[src/inc/radio_pkg.sv]
// Shared constants and types for the radio status and regulator block
package radio_pkg;

	// ---------------------------------------------------------------
	// Register bus and offsets
	// ---------------------------------------------------------------
	localparam int ADDR_W = 16;
	localparam int DATA_W = 8;
	localparam logic [15:0] OFS_RX_THRESHOLD = 16'hdf4f;
	localparam logic [15:0] OFS_PIN_CFG_A = 16'hdf50;
	localparam logic [15:0] OFS_PIN_CFG_B = 16'hdf51;
	localparam logic [15:0] OFS_PIN_CFG_C = 16'hdf52;
	localparam logic [15:0] OFS_CHIP_REVISION = 16'hdf60;
	localparam logic [15:0] OFS_CHIP_ID = 16'hdf61;
	localparam logic [15:0] OFS_RADIO_STATUS = 16'hdf62;
	localparam logic [15:0] OFS_XTAL_TRIM = 16'hdf63;
	localparam logic [15:0] OFS_IRQ_SRC_EN = 16'hdf64;
	localparam logic [15:0] OFS_POWER_CTL = 16'hdf70;
	localparam logic [15:0] OFS_IRQ_FLAGS = 16'hdf71;

	// ---------------------------------------------------------------
	// Field positions
	// ---------------------------------------------------------------
	localparam int ST_TX_ACTIVE = 4;
	localparam int ST_RX_DATA = 3;
	localparam int ST_RX_THRESH = 2;
	localparam int ST_SFD = 1;
	localparam int ST_CCA = 0;
	localparam int CFG_OE_BIT = 6;
	localparam int CFG_POL_BIT = 5;
	localparam int CFG_C_OE_THR = 3;
	localparam int CFG_C_POL_THR = 2;
	localparam int CFG_C_OE_DATA = 1;
	localparam int CFG_C_POL_DATA = 0;
	localparam int PWR_STATUS_BIT = 0;
	localparam int PWR_PD_BIT = 1;
	localparam int PWR_DELAY_LSB = 4;
	localparam int IRQ_ACK_BIT = 0;
	localparam int IRQ_REG_READY_BIT = 1;
	localparam int DBG_RX_DATA = 0;
	localparam int DBG_RX_THRESH = 1;
	localparam int DBG_SFD = 2;
	localparam int DBG_CCA = 3;

	// ---------------------------------------------------------------
	// Reset values
	// ---------------------------------------------------------------
	localparam logic [6:0] RST_THRESHOLD = 7'h40;
	localparam logic [3:0] RST_XTAL_TRIM = 4'hf;
	localparam logic RST_ACK_EN = 1'b0;
	localparam logic RST_POWERDOWN = 1'b1;
	localparam logic [3:0] RST_PWR_DELAY = 4'h3;

	// ---------------------------------------------------------------
	// Timing and power modes
	// ---------------------------------------------------------------
	localparam int CLK_PERIOD_NS = 100;
	localparam int DELAY_STEP_NS = 1000;
	localparam int DELAY_STEP_CYC =
		(DELAY_STEP_NS + CLK_PERIOD_NS - 1) / CLK_PERIOD_NS;
	localparam logic [1:0] PM_ACTIVE = 2'h0;
	localparam logic [1:0] PM_ONE = 2'h1;
	localparam logic [1:0] SLEEP_MODE_TWO = 2'h2;
	localparam logic [1:0] SLEEP_MODE_THREE = 2'h3;

	// ---------------------------------------------------------------
	// Types
	// ---------------------------------------------------------------
	typedef enum logic [1:0] {REG_OFF, REG_WAIT, REG_ON} reg_state_t;

	typedef struct packed {
		logic [15:0] addr;
		logic [7:0] wdata;
		logic wr;
		logic rd;
	} bus_req_t;

	typedef struct packed {
		logic tx_active;
		logic [7:0] rx_count;
		logic filter_en;
		logic frame_passed;
		logic frame_complete;
		logic frame_delimiter_status;
		logic cca;
		logic ack_frame;
	} radio_evt_t;

	typedef struct packed {
		logic [3:0] oe;
		logic [3:0] pol;
	} debug_cfg_t;

	typedef struct packed {
		logic [3:0] level;
		logic [3:0] oe;
	} dbg_pins_t;

endpackage : radio_pkg

[src/core/debug_pin_mux.sv]
// Debug status routing onto the four port pins
`timescale 1ns/1ns
module debug_pin_mux (
	input wire logic clock_in, // System clock
	input wire logic rst_in, // Synchronous reset
	input wire logic [3:0] status_in, // Status lanes
	input wire radio_pkg::debug_cfg_t cfg_in, // Enables and polarity
	output radio_pkg::dbg_pins_t pins_out // Pin levels and enables
);
	import radio_pkg::*;

	dbg_pins_t st_r;
	dbg_pins_t st_nxt;

	always_comb begin
		st_nxt.level = status_in ^ cfg_in.pol;
		st_nxt.oe = cfg_in.oe;
	end

	always_ff @(posedge clock_in) begin
		if (rst_in) begin
			st_r <= '0;
		end else begin
			st_r <= st_nxt;
		end
	end

	assign pins_out = st_r;
endmodule : debug_pin_mux

[src/core/radio_status_ctl.sv]
// Radio status, crystal trim, debug routing and regulator control
// ---------------------------------------------------------------
// Notes on behaviour
// - Chip identification reads a fixed byte; writes have no effect.
// - Status bit 4 follows transmit activity.
// - Status bit 3 is high while the receive queue holds bytes.
// - Status bit 2 is high when queue count exceeds threshold level.
// - With filtering on, bit 2 waits until the frame passed filtering.
// - A complete received frame also raises bit 2.
// - Status bit 1 follows the live frame delimiter indication.
// - Four-bit crystal trim, reset all ones; 0000 adds most load.
// - Acknowledge frames raise the radio flag only when enabled; below the minimum revision they always raise it.
// - Trim and acknowledge enable exist only from a minimum revision.
// - Four status bits can be routed to port 1 pins 4 to 7.
// - Three pin configuration registers select the debug routing.
// - Power-down bit one disables analog regulator; clearing starts it.
// - Analog regulator is enabled only after a programmable delay.
// - Regulator ready flag sets when that delay expires.
// - A pollable status bit shows the regulator still powered down.
// - Digital regulator is off in the two deepest sleep modes.
// - Seven-bit threshold level, reset 0x40.
// - Debug pins drive only when enabled, XORed with polarity.
// ---------------------------------------------------------------
`timescale 1ns/1ns
module radio_status_ctl #(
	// Arbitrary values, not tied to any real part
	parameter logic [7:0] CHIP_ID = 8'h5a,
	parameter logic [7:0] CHIP_REVISION = 8'h11,
	parameter logic [7:0] MIN_REVISION = 8'h10
) (
	input wire logic clock_in, // System clock, 10 MHz
	input wire logic rst_in, // Synchronous reset, high
	input wire radio_pkg::bus_req_t bus_in, // Register access
	output logic [7:0] rdata_out, // Read data, cycle after read
	input wire radio_pkg::radio_evt_t radio_in, // Radio core state
	input wire logic [1:0] power_mode_in, // Current power mode
	output radio_pkg::dbg_pins_t dbg_pins_out, // Port 1 pins 4..7
	output logic [3:0] xtal_trim_out, // Crystal load trim code
	output logic analog_reg_enable_out, // Analog regulator on
	output logic digital_reg_enable_out, // Digital regulator on
	output logic [1:0] radio_flags_out // Ack and ready flags
);
	import radio_pkg::*;

	// ---------------------------------------------------------------
	// State
	// ---------------------------------------------------------------
	typedef struct packed {
		logic [6:0] thr;
		logic [7:0] cfg_a;
		logic [7:0] cfg_b;
		logic [5:0] cfg_c;
		logic [3:0] trim;
		logic ack_en;
		logic pd;
		logic [3:0] delay;
		reg_state_t rs;
		logic [7:0] cnt;
		logic [1:0] flags;
		logic dig_en;
		logic [7:0] rdata;
	} state_t;

	localparam state_t ST_RESET = '{
		thr: RST_THRESHOLD,
		cfg_a: 8'h00,
		cfg_b: 8'h00,
		cfg_c: 6'h00,
		trim: RST_XTAL_TRIM,
		ack_en: RST_ACK_EN,
		pd: RST_POWERDOWN,
		delay: RST_PWR_DELAY,
		rs: REG_OFF,
		cnt: 8'h00,
		flags: 2'h0,
		dig_en: 1'b1,
		rdata: 8'h00
	};

	// Older revisions lack the trim and ack enable registers
	localparam logic HAS_EXT = CHIP_REVISION >= MIN_REVISION;

	state_t st_r;
	state_t st_nxt;

	// ---------------------------------------------------------------
	// Helpers
	// ---------------------------------------------------------------
	function automatic logic hit(input logic [15:0] a,
		input logic [15:0] ofs);
		hit = a == ofs;
	endfunction : hit

	function automatic logic [7:0] delay_load(input logic [3:0] d);
		delay_load = 8'(({4'h0, d} + 8'h01) * 8'(DELAY_STEP_CYC));
	endfunction : delay_load

	// Only multiplexer setting zero passes the status signal out
	function automatic logic sel_ok(input logic [7:0] cfg);
		sel_ok = cfg[4:0] == 5'h00;
	endfunction : sel_ok

	logic wr_hit;
	logic thresh;
	logic [7:0] status_byte;
	logic [3:0] dbg_lanes;
	debug_cfg_t dbg_cfg;

	// ---------------------------------------------------------------
	// Status composition
	// ---------------------------------------------------------------
	always_comb begin
		thresh = (radio_in.rx_count > {1'b0, st_r.thr})
			&& (!radio_in.filter_en || radio_in.frame_passed);
		thresh = thresh || radio_in.frame_complete;
		status_byte = 8'h00;
		status_byte[ST_TX_ACTIVE] = radio_in.tx_active;
		status_byte[ST_RX_DATA] = radio_in.rx_count != 8'h00;
		status_byte[ST_RX_THRESH] = thresh;
		status_byte[ST_SFD] = radio_in.frame_delimiter_status;
		status_byte[ST_CCA] = radio_in.cca;
	end

	// ---------------------------------------------------------------
	// Debug routing
	// ---------------------------------------------------------------
	always_comb begin
		dbg_lanes[DBG_RX_DATA] = status_byte[ST_RX_DATA];
		dbg_lanes[DBG_RX_THRESH] = status_byte[ST_RX_THRESH];
		dbg_lanes[DBG_SFD] = status_byte[ST_SFD];
		dbg_lanes[DBG_CCA] = status_byte[ST_CCA];
		dbg_cfg.oe[DBG_RX_DATA] = st_r.cfg_c[CFG_C_OE_DATA];
		dbg_cfg.pol[DBG_RX_DATA] = st_r.cfg_c[CFG_C_POL_DATA];
		dbg_cfg.oe[DBG_RX_THRESH] = st_r.cfg_c[CFG_C_OE_THR];
		dbg_cfg.pol[DBG_RX_THRESH] = st_r.cfg_c[CFG_C_POL_THR];
		dbg_cfg.oe[DBG_SFD] = st_r.cfg_b[CFG_OE_BIT]
			&& sel_ok(st_r.cfg_b);
		dbg_cfg.pol[DBG_SFD] = st_r.cfg_b[CFG_POL_BIT];
		dbg_cfg.oe[DBG_CCA] = st_r.cfg_a[CFG_OE_BIT]
			&& sel_ok(st_r.cfg_a);
		dbg_cfg.pol[DBG_CCA] = st_r.cfg_a[CFG_POL_BIT];
	end

	debug_pin_mux u_dbg (
		.clock_in(clock_in),
		.rst_in(rst_in),
		.status_in(dbg_lanes),
		.cfg_in(dbg_cfg),
		.pins_out(dbg_pins_out)
	);

	// ---------------------------------------------------------------
	// Next state
	// ---------------------------------------------------------------
	always_comb begin
		st_nxt = st_r;
		wr_hit = bus_in.wr;

		// Register writes
		if (wr_hit) begin
			if (hit(bus_in.addr, OFS_RX_THRESHOLD)) begin
				st_nxt.thr = bus_in.wdata[6:0];
			end
			if (hit(bus_in.addr, OFS_PIN_CFG_A)) begin
				st_nxt.cfg_a = {1'b0, bus_in.wdata[6:0]};
			end
			if (hit(bus_in.addr, OFS_PIN_CFG_B)) begin
				st_nxt.cfg_b = {1'b0, bus_in.wdata[6:0]};
			end
			if (hit(bus_in.addr, OFS_PIN_CFG_C)) begin
				st_nxt.cfg_c = bus_in.wdata[5:0];
			end
			if (HAS_EXT && hit(bus_in.addr, OFS_XTAL_TRIM)) begin
				st_nxt.trim = bus_in.wdata[3:0];
			end
			if (HAS_EXT && hit(bus_in.addr, OFS_IRQ_SRC_EN)) begin
				st_nxt.ack_en = bus_in.wdata[0];
			end
			if (hit(bus_in.addr, OFS_POWER_CTL)) begin
				st_nxt.pd = bus_in.wdata[PWR_PD_BIT];
				st_nxt.delay = bus_in.wdata[PWR_DELAY_LSB +: 4];
			end
			if (hit(bus_in.addr, OFS_IRQ_FLAGS)) begin
				// Write one to clear
				st_nxt.flags = st_r.flags & ~bus_in.wdata[1:0];
			end
		end

		// Analog regulator delayed power-on
		case (st_r.rs)
			REG_OFF: begin
				if (!st_r.pd) begin
					st_nxt.rs = REG_WAIT;
					st_nxt.cnt = delay_load(st_r.delay);
				end
			end
			REG_WAIT: begin
				if (st_r.pd) begin
					st_nxt.rs = REG_OFF;
				end else if (st_r.cnt <= 8'h01) begin
					st_nxt.rs = REG_ON;
					st_nxt.flags[IRQ_REG_READY_BIT] = 1'b1;
				end else begin
					st_nxt.cnt = st_r.cnt - 8'h01;
				end
			end
			REG_ON: begin
				if (st_r.pd) begin
					st_nxt.rs = REG_OFF;
				end
			end
			default: begin
				st_nxt.rs = REG_OFF;
			end
		endcase

		// Set wins over a clear in the same cycle
		if (radio_in.ack_frame && (st_r.ack_en || !HAS_EXT)) begin
			st_nxt.flags[IRQ_ACK_BIT] = 1'b1;
		end

		// Registers and RAM keep state; only the supply is switched
		st_nxt.dig_en = !(power_mode_in == SLEEP_MODE_TWO
			|| power_mode_in == SLEEP_MODE_THREE);

		// Read data, valid in the cycle after the strobe
		st_nxt.rdata = 8'h00;
		if (bus_in.rd) begin
			case (bus_in.addr)
				OFS_RX_THRESHOLD: st_nxt.rdata = {1'b0, st_r.thr};
				OFS_PIN_CFG_A: st_nxt.rdata = st_r.cfg_a;
				OFS_PIN_CFG_B: st_nxt.rdata = st_r.cfg_b;
				OFS_PIN_CFG_C: st_nxt.rdata = {2'h0, st_r.cfg_c};
				OFS_CHIP_REVISION: st_nxt.rdata = CHIP_REVISION;
				OFS_CHIP_ID: st_nxt.rdata = CHIP_ID;
				OFS_RADIO_STATUS: st_nxt.rdata = status_byte;
				OFS_XTAL_TRIM: begin
					st_nxt.rdata = HAS_EXT ? {4'h0, st_r.trim} : 8'h00;
				end
				OFS_IRQ_SRC_EN: begin
					st_nxt.rdata = {7'h00, HAS_EXT && st_r.ack_en};
				end
				OFS_POWER_CTL: begin
					st_nxt.rdata = {st_r.delay, 2'h0, st_r.pd,
						st_r.rs != REG_ON};
				end
				OFS_IRQ_FLAGS: st_nxt.rdata = {6'h00, st_r.flags};
				default: st_nxt.rdata = 8'h00;
			endcase
		end
	end

	always_ff @(posedge clock_in) begin
		if (rst_in) begin
			st_r <= ST_RESET;
		end else begin
			st_r <= st_nxt;
		end
	end

	// ---------------------------------------------------------------
	// Outputs
	// ---------------------------------------------------------------
	assign rdata_out = st_r.rdata;
	assign xtal_trim_out = st_r.trim;
	assign analog_reg_enable_out = st_r.rs == REG_ON;
	assign digital_reg_enable_out = st_r.dig_en;
	assign radio_flags_out = st_r.flags;

	// ---------------------------------------------------------------
	// Assertions
	// ---------------------------------------------------------------
	localparam int MAX_WAIT = 170;
endmodule : radio_status_ctl

[config.mk]
export PLATFORM = sky130hd
export DESIGN_NAME = radio_status_ctl
export DESIGN_NICKNAME = d
export VERILOG_FILES = /design/src/inc/radio_pkg.sv /design/src/core/debug_pin_mux.sv /design/src/core/radio_status_ctl.sv
export SDC_FILE = /design/constraint.sdc
export NUM_CORES = 1
export LEC_CHECK = 0
export ABC_AREA = 1
export BUFFER_PORTS_ARGS = -buffer_cell sky130_fd_sc_hd__buf_2
export CELL_PAD_IN_SITES_DETAIL_PLACEMENT = 1
export CELL_PAD_IN_SITES_GLOBAL_PLACEMENT = 1
export CORE_AREA = 8 8 81 137
export DETAILED_ROUTE_END_ITERATION = 10
export DIE_AREA = 0 0 89 145
export PLACE_DENSITY = 0.81
export SYNTH_ARGS = -nofsm -noshare
export SYNTH_HDL_FRONTEND = slang
export SYNTH_HIERARCHICAL = 1
export SYNTH_SLANG_ARGS = --single-unit
[constraint.sdc]
create_clock -name clock_in -period 3 [get_ports clock_in]
set_input_delay 0.45 -clock clock_in [delete_from_list [all_inputs] [get_ports clock_in]]
set_output_delay 0.45 -clock clock_in [all_outputs]
set_load 0.005 [all_outputs]
==> summary by stage <==
Drt
The average via count per standard cell is 5.22. The iteration count of the initial detailed-routing pass is 4. For this block, the via count after detailed routing is 3762.

For this block, the routed nets add up to 12300 µm of wire. Dividing the detail-routed wire length by the instance count gives 17.0 µm. After the first detailed-routing iteration, the DRC count stood at 204. For this run, design rule violations remaining after detail routing come to 0. The remaining antenna violation count is 0.

Yosys
The Yosys step of the flow raised 6 warnings. In this run, synthesis inferred 0 flip-flops with an integrated enable. By count the netlist is led by 87 x sky130_fd_sc_hd__nand2_1, 75 x sky130_fd_sc_hd__nor2_1, 68 x sky130_fd_sc_hd__inv_1. The number of instances in the synthesized netlist is 540. Counting every net in the synthesized netlist gives 602. The most numerous cell in the Yosys netlist is sky130_fd_sc_hd__nand2_1. The share of flip-flops with an asynchronous set or reset after synthesis is 0%. The most common flop cell mapped by yosys is sky130_fd_sc_hd__dfxtp_1.

The cell area that synthesis handed to floorplanning was 3850 µm². After synthesis, the mean cell area works out to 7.14 µm². Ranked by total cell area, the synthesized netlist is headed by sky130_fd_sc_hd__dfxtp_1 34%, sky130_fd_sc_hd__nand2_1 8.5%, sky130_fd_sc_hd__nor2_1 7.3%. The cell type with the highest aggregate area in the netlist is sky130_fd_sc_hd__dfxtp_1. The number of synthesized register bits is 66. The sequential-to-total area share from yosys stat is 34.3%. In this run, distinct cell masters in the synthesized netlist total 40.

The top cell type's share of synthesized area is 34.3%.

Worst setup path
The combined buffer and inverter count along the critical path is 0. The number of cells traversed by the worst register-to-register path is 8. The kind of cell with the highest combined delay on the critical path is adder cells.

Setup slack on the worst reg-to-reg path comes out at 0.81 ns. The data arrival time of the critical path is 2.42 ns. The worst setup path is launched from a register. The critical path endpoint category is a register. The data required time of the critical path is 3.22 ns.

Walking the worst path, the cells encountered are ha_1, nand2_1, nor2_1, ha_1, fa_1, xor2_1, a21oi_1, a21oi_1. The startpoint-to-endpoint class of the critical path is reg -> reg. The critical register-to-register path endpoint is st_r[17]$_SDFFE_PP0P_.

The delay contributed by the slowest stage of the critical path is 0.45 ns. The master of the slowest instance on the critical path is sky130_fd_sc_hd__dfxtp_1. The largest fanout of any net on the critical path is 6.

The worst register-to-register path begins at st_r[21]$_SDFFE_PP1P_.

Timing
Setup repair after global routing left no endpoint under its margin. The worst setup slack after layout is 0.805 ns. The share of the clock period used by the worst path is 73.2%. The total negative slack for setup checks is 0 ns. For the pin with the worst max-slew slack, the measured transition is 0.538 ns. The achievable clock frequency is 456 MHz.

After layout, the minimum clock period comes to 2.19 ns. The worst max-slew margin expressed relative to the limit is 63.9%. The final count of pins violating max slew is 0.

For the final database, setup skew stands at 0.00518 ns. Setup violations remaining at the end of the flow were counted as 0. Hold is met by 0.276 ns.

The number of failing hold endpoints at the final stage was 0.

CTS
The later pin in the worst-skew pair is clocked with a latency of 0.34 ns. The count of instances resized after the clock tree is built is 0. The cell at the root of the clock tree is sky130_fd_sc_hd__clkbuf_16. The CTS sink count is 66. In this run, CTS created clock tree buffers numbering 9. Post-CTS timing repair inserted 0 buffers for setup. In this run the deepest clock path goes through 2 buffers. The clock-pin slew on the worst setup and hold paths is 0.06 ns. The CTS tree is done. The total number of H-tree levels is 3. The post-cts hold buffer count is 0.

Power
The sum of internal, switching and leakage power is 2170 µW. The power density over the cells is 482 nW/µm². The leakage power is 0.00206 µW. The worst voltage drop across the vdd grid is 0.310 mV.

Finish
Counting the fill cells in the layout gives 1270. The layout cell share with drive strength beyond 1 is 21.5%. The final net count is 656. Summing all non-filler instances in the final layout gives an area of 4500 µm². The count of inserted antenna diode cells is 0. The area growth from synthesis to layout is 16.7%.

Die
The die footprint is 12900 µm². The width of the die is 89 µm. The effective utilization at floorplan is 41.5%. The standard-cell row count is 47. The core outline area is 9290 µm². In this run the count of I/O pins placed on the die edge is 69. The vertical die dimension is 145 µm.

Min path
The worst min-delay path category is in -> reg. The end point of the worst hold path is digital_reg_enable_out$_SDFF_PP1_. The startpoint of the worst hold path is power_mode_in[1]. The hold path depth is 2.

Global route
The via count of the first global-routing pass came to 4019. Entering global routing, the biggest net connects 33 pins. Global routing used 19.8% of the available tracks. For this run the aggregate overflow at the end of global routing stands at 0. The first global-routing pass estimated 19600 µm of wire. The initial antenna violation count is 0.

Placement
The number of buffer cells added on primary ports is 67. After legalization and detailed placement, the total HPWL measured 9800 µm. The total cell area at the placement stage is 4170 µm².

The setup slack at placement is 0.790 ns. At the end of routability-driven placement, the weighted congestion stood at 0.873.

Status
The flow ran to the end, and the final reports show no timing, DRC or antenna violations.

Flow run
The number of maximum-capacitance constraint violations is 0.
==> how the worst max path moves through the flow <==
stage,start,endpoint,slack [ns],depth (start not counted)
2_1_floorplan,st_r[21]$_SDFFE_PP1P_,st_r[17]$_SDFFE_PP0P_,1.01,8
3_3_place_gp,st_r[21]$_SDFFE_PP1P_,st_r[17]$_SDFFE_PP0P_,0.88,8
3_5_place_dp,st_r[21]$_SDFFE_PP1P_,st_r[17]$_SDFFE_PP0P_,0.79,8
4_1_cts,st_r[21]$_SDFFE_PP1P_,st_r[18]$_SDFFE_PP0P_,0.78,9
5_1_grt,st_r[21]$_SDFFE_PP1P_,st_r[17]$_SDFFE_PP0P_,0.65,8
6_report,st_r[21]$_SDFFE_PP1P_,st_r[17]$_SDFFE_PP0P_,0.81,8
==> cell usage in the layout, fill, tap and decap left out, types with 4 or more instances in the layout <==
master,Yosys,final
sky130_fd_sc_hd__buf_2,1,67
sky130_fd_sc_hd__xor2_1,5,5
sky130_fd_sc_hd__nand3_2,4,4
sky130_fd_sc_hd__clkbuf_16,0,9
sky130_fd_sc_hd__inv_2,8,8
sky130_fd_sc_hd__nor2_4,6,6
sky130_fd_sc_hd__dfxtp_1,66,66
sky130_fd_sc_hd__nor2_2,5,5
sky130_fd_sc_hd__nor2_1,75,75
sky130_fd_sc_hd__a21oi_1,37,37
sky130_fd_sc_hd__a211oi_2,4,4
sky130_fd_sc_hd__o21ai_1,9,9
sky130_fd_sc_hd__nor3_1,6,6
sky130_fd_sc_hd__nand2_1,87,87
sky130_fd_sc_hd__o211ai_1,9,9
sky130_fd_sc_hd__o21ai_0,26,26
sky130_fd_sc_hd__a211oi_1,4,4
sky130_fd_sc_hd__nand4_1,15,15
sky130_fd_sc_hd__nand2_2,6,6
sky130_fd_sc_hd__nand3_1,35,35
sky130_fd_sc_hd__ha_1,16,16
sky130_fd_sc_hd__inv_1,68,68
==> power by group <==
group	leakage (µW)	internal, µW	switching, µW
logic	0.00137	45.6	88.1
registers	0.000533	881	0.766
clock network	0.000159	751	402
total	0.00206	1680	491
==> state kept, by name (all words and copies together) (netlist names) <==
| name | count |
|---|---|
| radio_flags_out | 2 |
| st_r | 37 |
| u_dbg/pins_out | 8 |
| dbg_cfg | 6 |
| digital_reg_enable_out | 1 |
| rdata_out | 8 |
| xtal_trim_out | 4 |
==> area by class of cell <==
| class | instances | area [µm²] | area share [%] |
|---|---|---|---|
| clock buffers | 10 | 239 | 5.31 |
| clock inverters | 6 | 90.1 | 2.00 |
| inverters | 77 | 290 | 6.46 |
| multi-input cells | 371 | 2050 | 45.7 |
| flip-flops and latches | 66 | 1320 | 29.4 |
| well taps | 122 | 153 | 3.39 |
| repair buffers | 69 | 350 | 7.79 |
==> metrics by stage <==
stage,instances,util (%)
2_1_floorplan,540,-
3_3_place_gp,705,44.9
3_5_place_dp,705,44.9
4_1_cts,721,48.4
5_1_grt,721,48.4
6_report,721,48.4
==> cell families (layout without fill, tap and decap cells) <==
group / Yosys count / after routing / share of synthesized area, %
AOI/OAI and AO/OA: 101 / 101 / 15.5
xor gates and xnor gates: 5 / 5 / 1.14
adders and majority gates: 17 / 17 / 5.71
buffers and inverters: 103 / 162 / 12.4
DFF: 66 / 66 / 34.3
and+or+nand+nor: 248 / 248 / 30.9
==> layer usage <==
metal / global-route usage [%] / share of wire (%)
met2: 38.2 / 56
met4: 12.9 / 5.8
met3: 3.11 / 3.6
met1: 17.3 / 34
met5: 0 / 0
==> worst register-to-register path: stages (launching register included) <==
cell                      delay, ns
sky130_fd_sc_hd__dfxtp_1       0.45
sky130_fd_sc_hd__ha_1          0.23
sky130_fd_sc_hd__nand2_1       0.06
sky130_fd_sc_hd__nor2_1        0.19
sky130_fd_sc_hd__ha_1          0.31
sky130_fd_sc_hd__fa_1          0.45
sky130_fd_sc_hd__xor2_1        0.17
sky130_fd_sc_hd__a21oi_1       0.15
sky130_fd_sc_hd__a21oi_1       0.08
(Power assumes the default switching activity.)
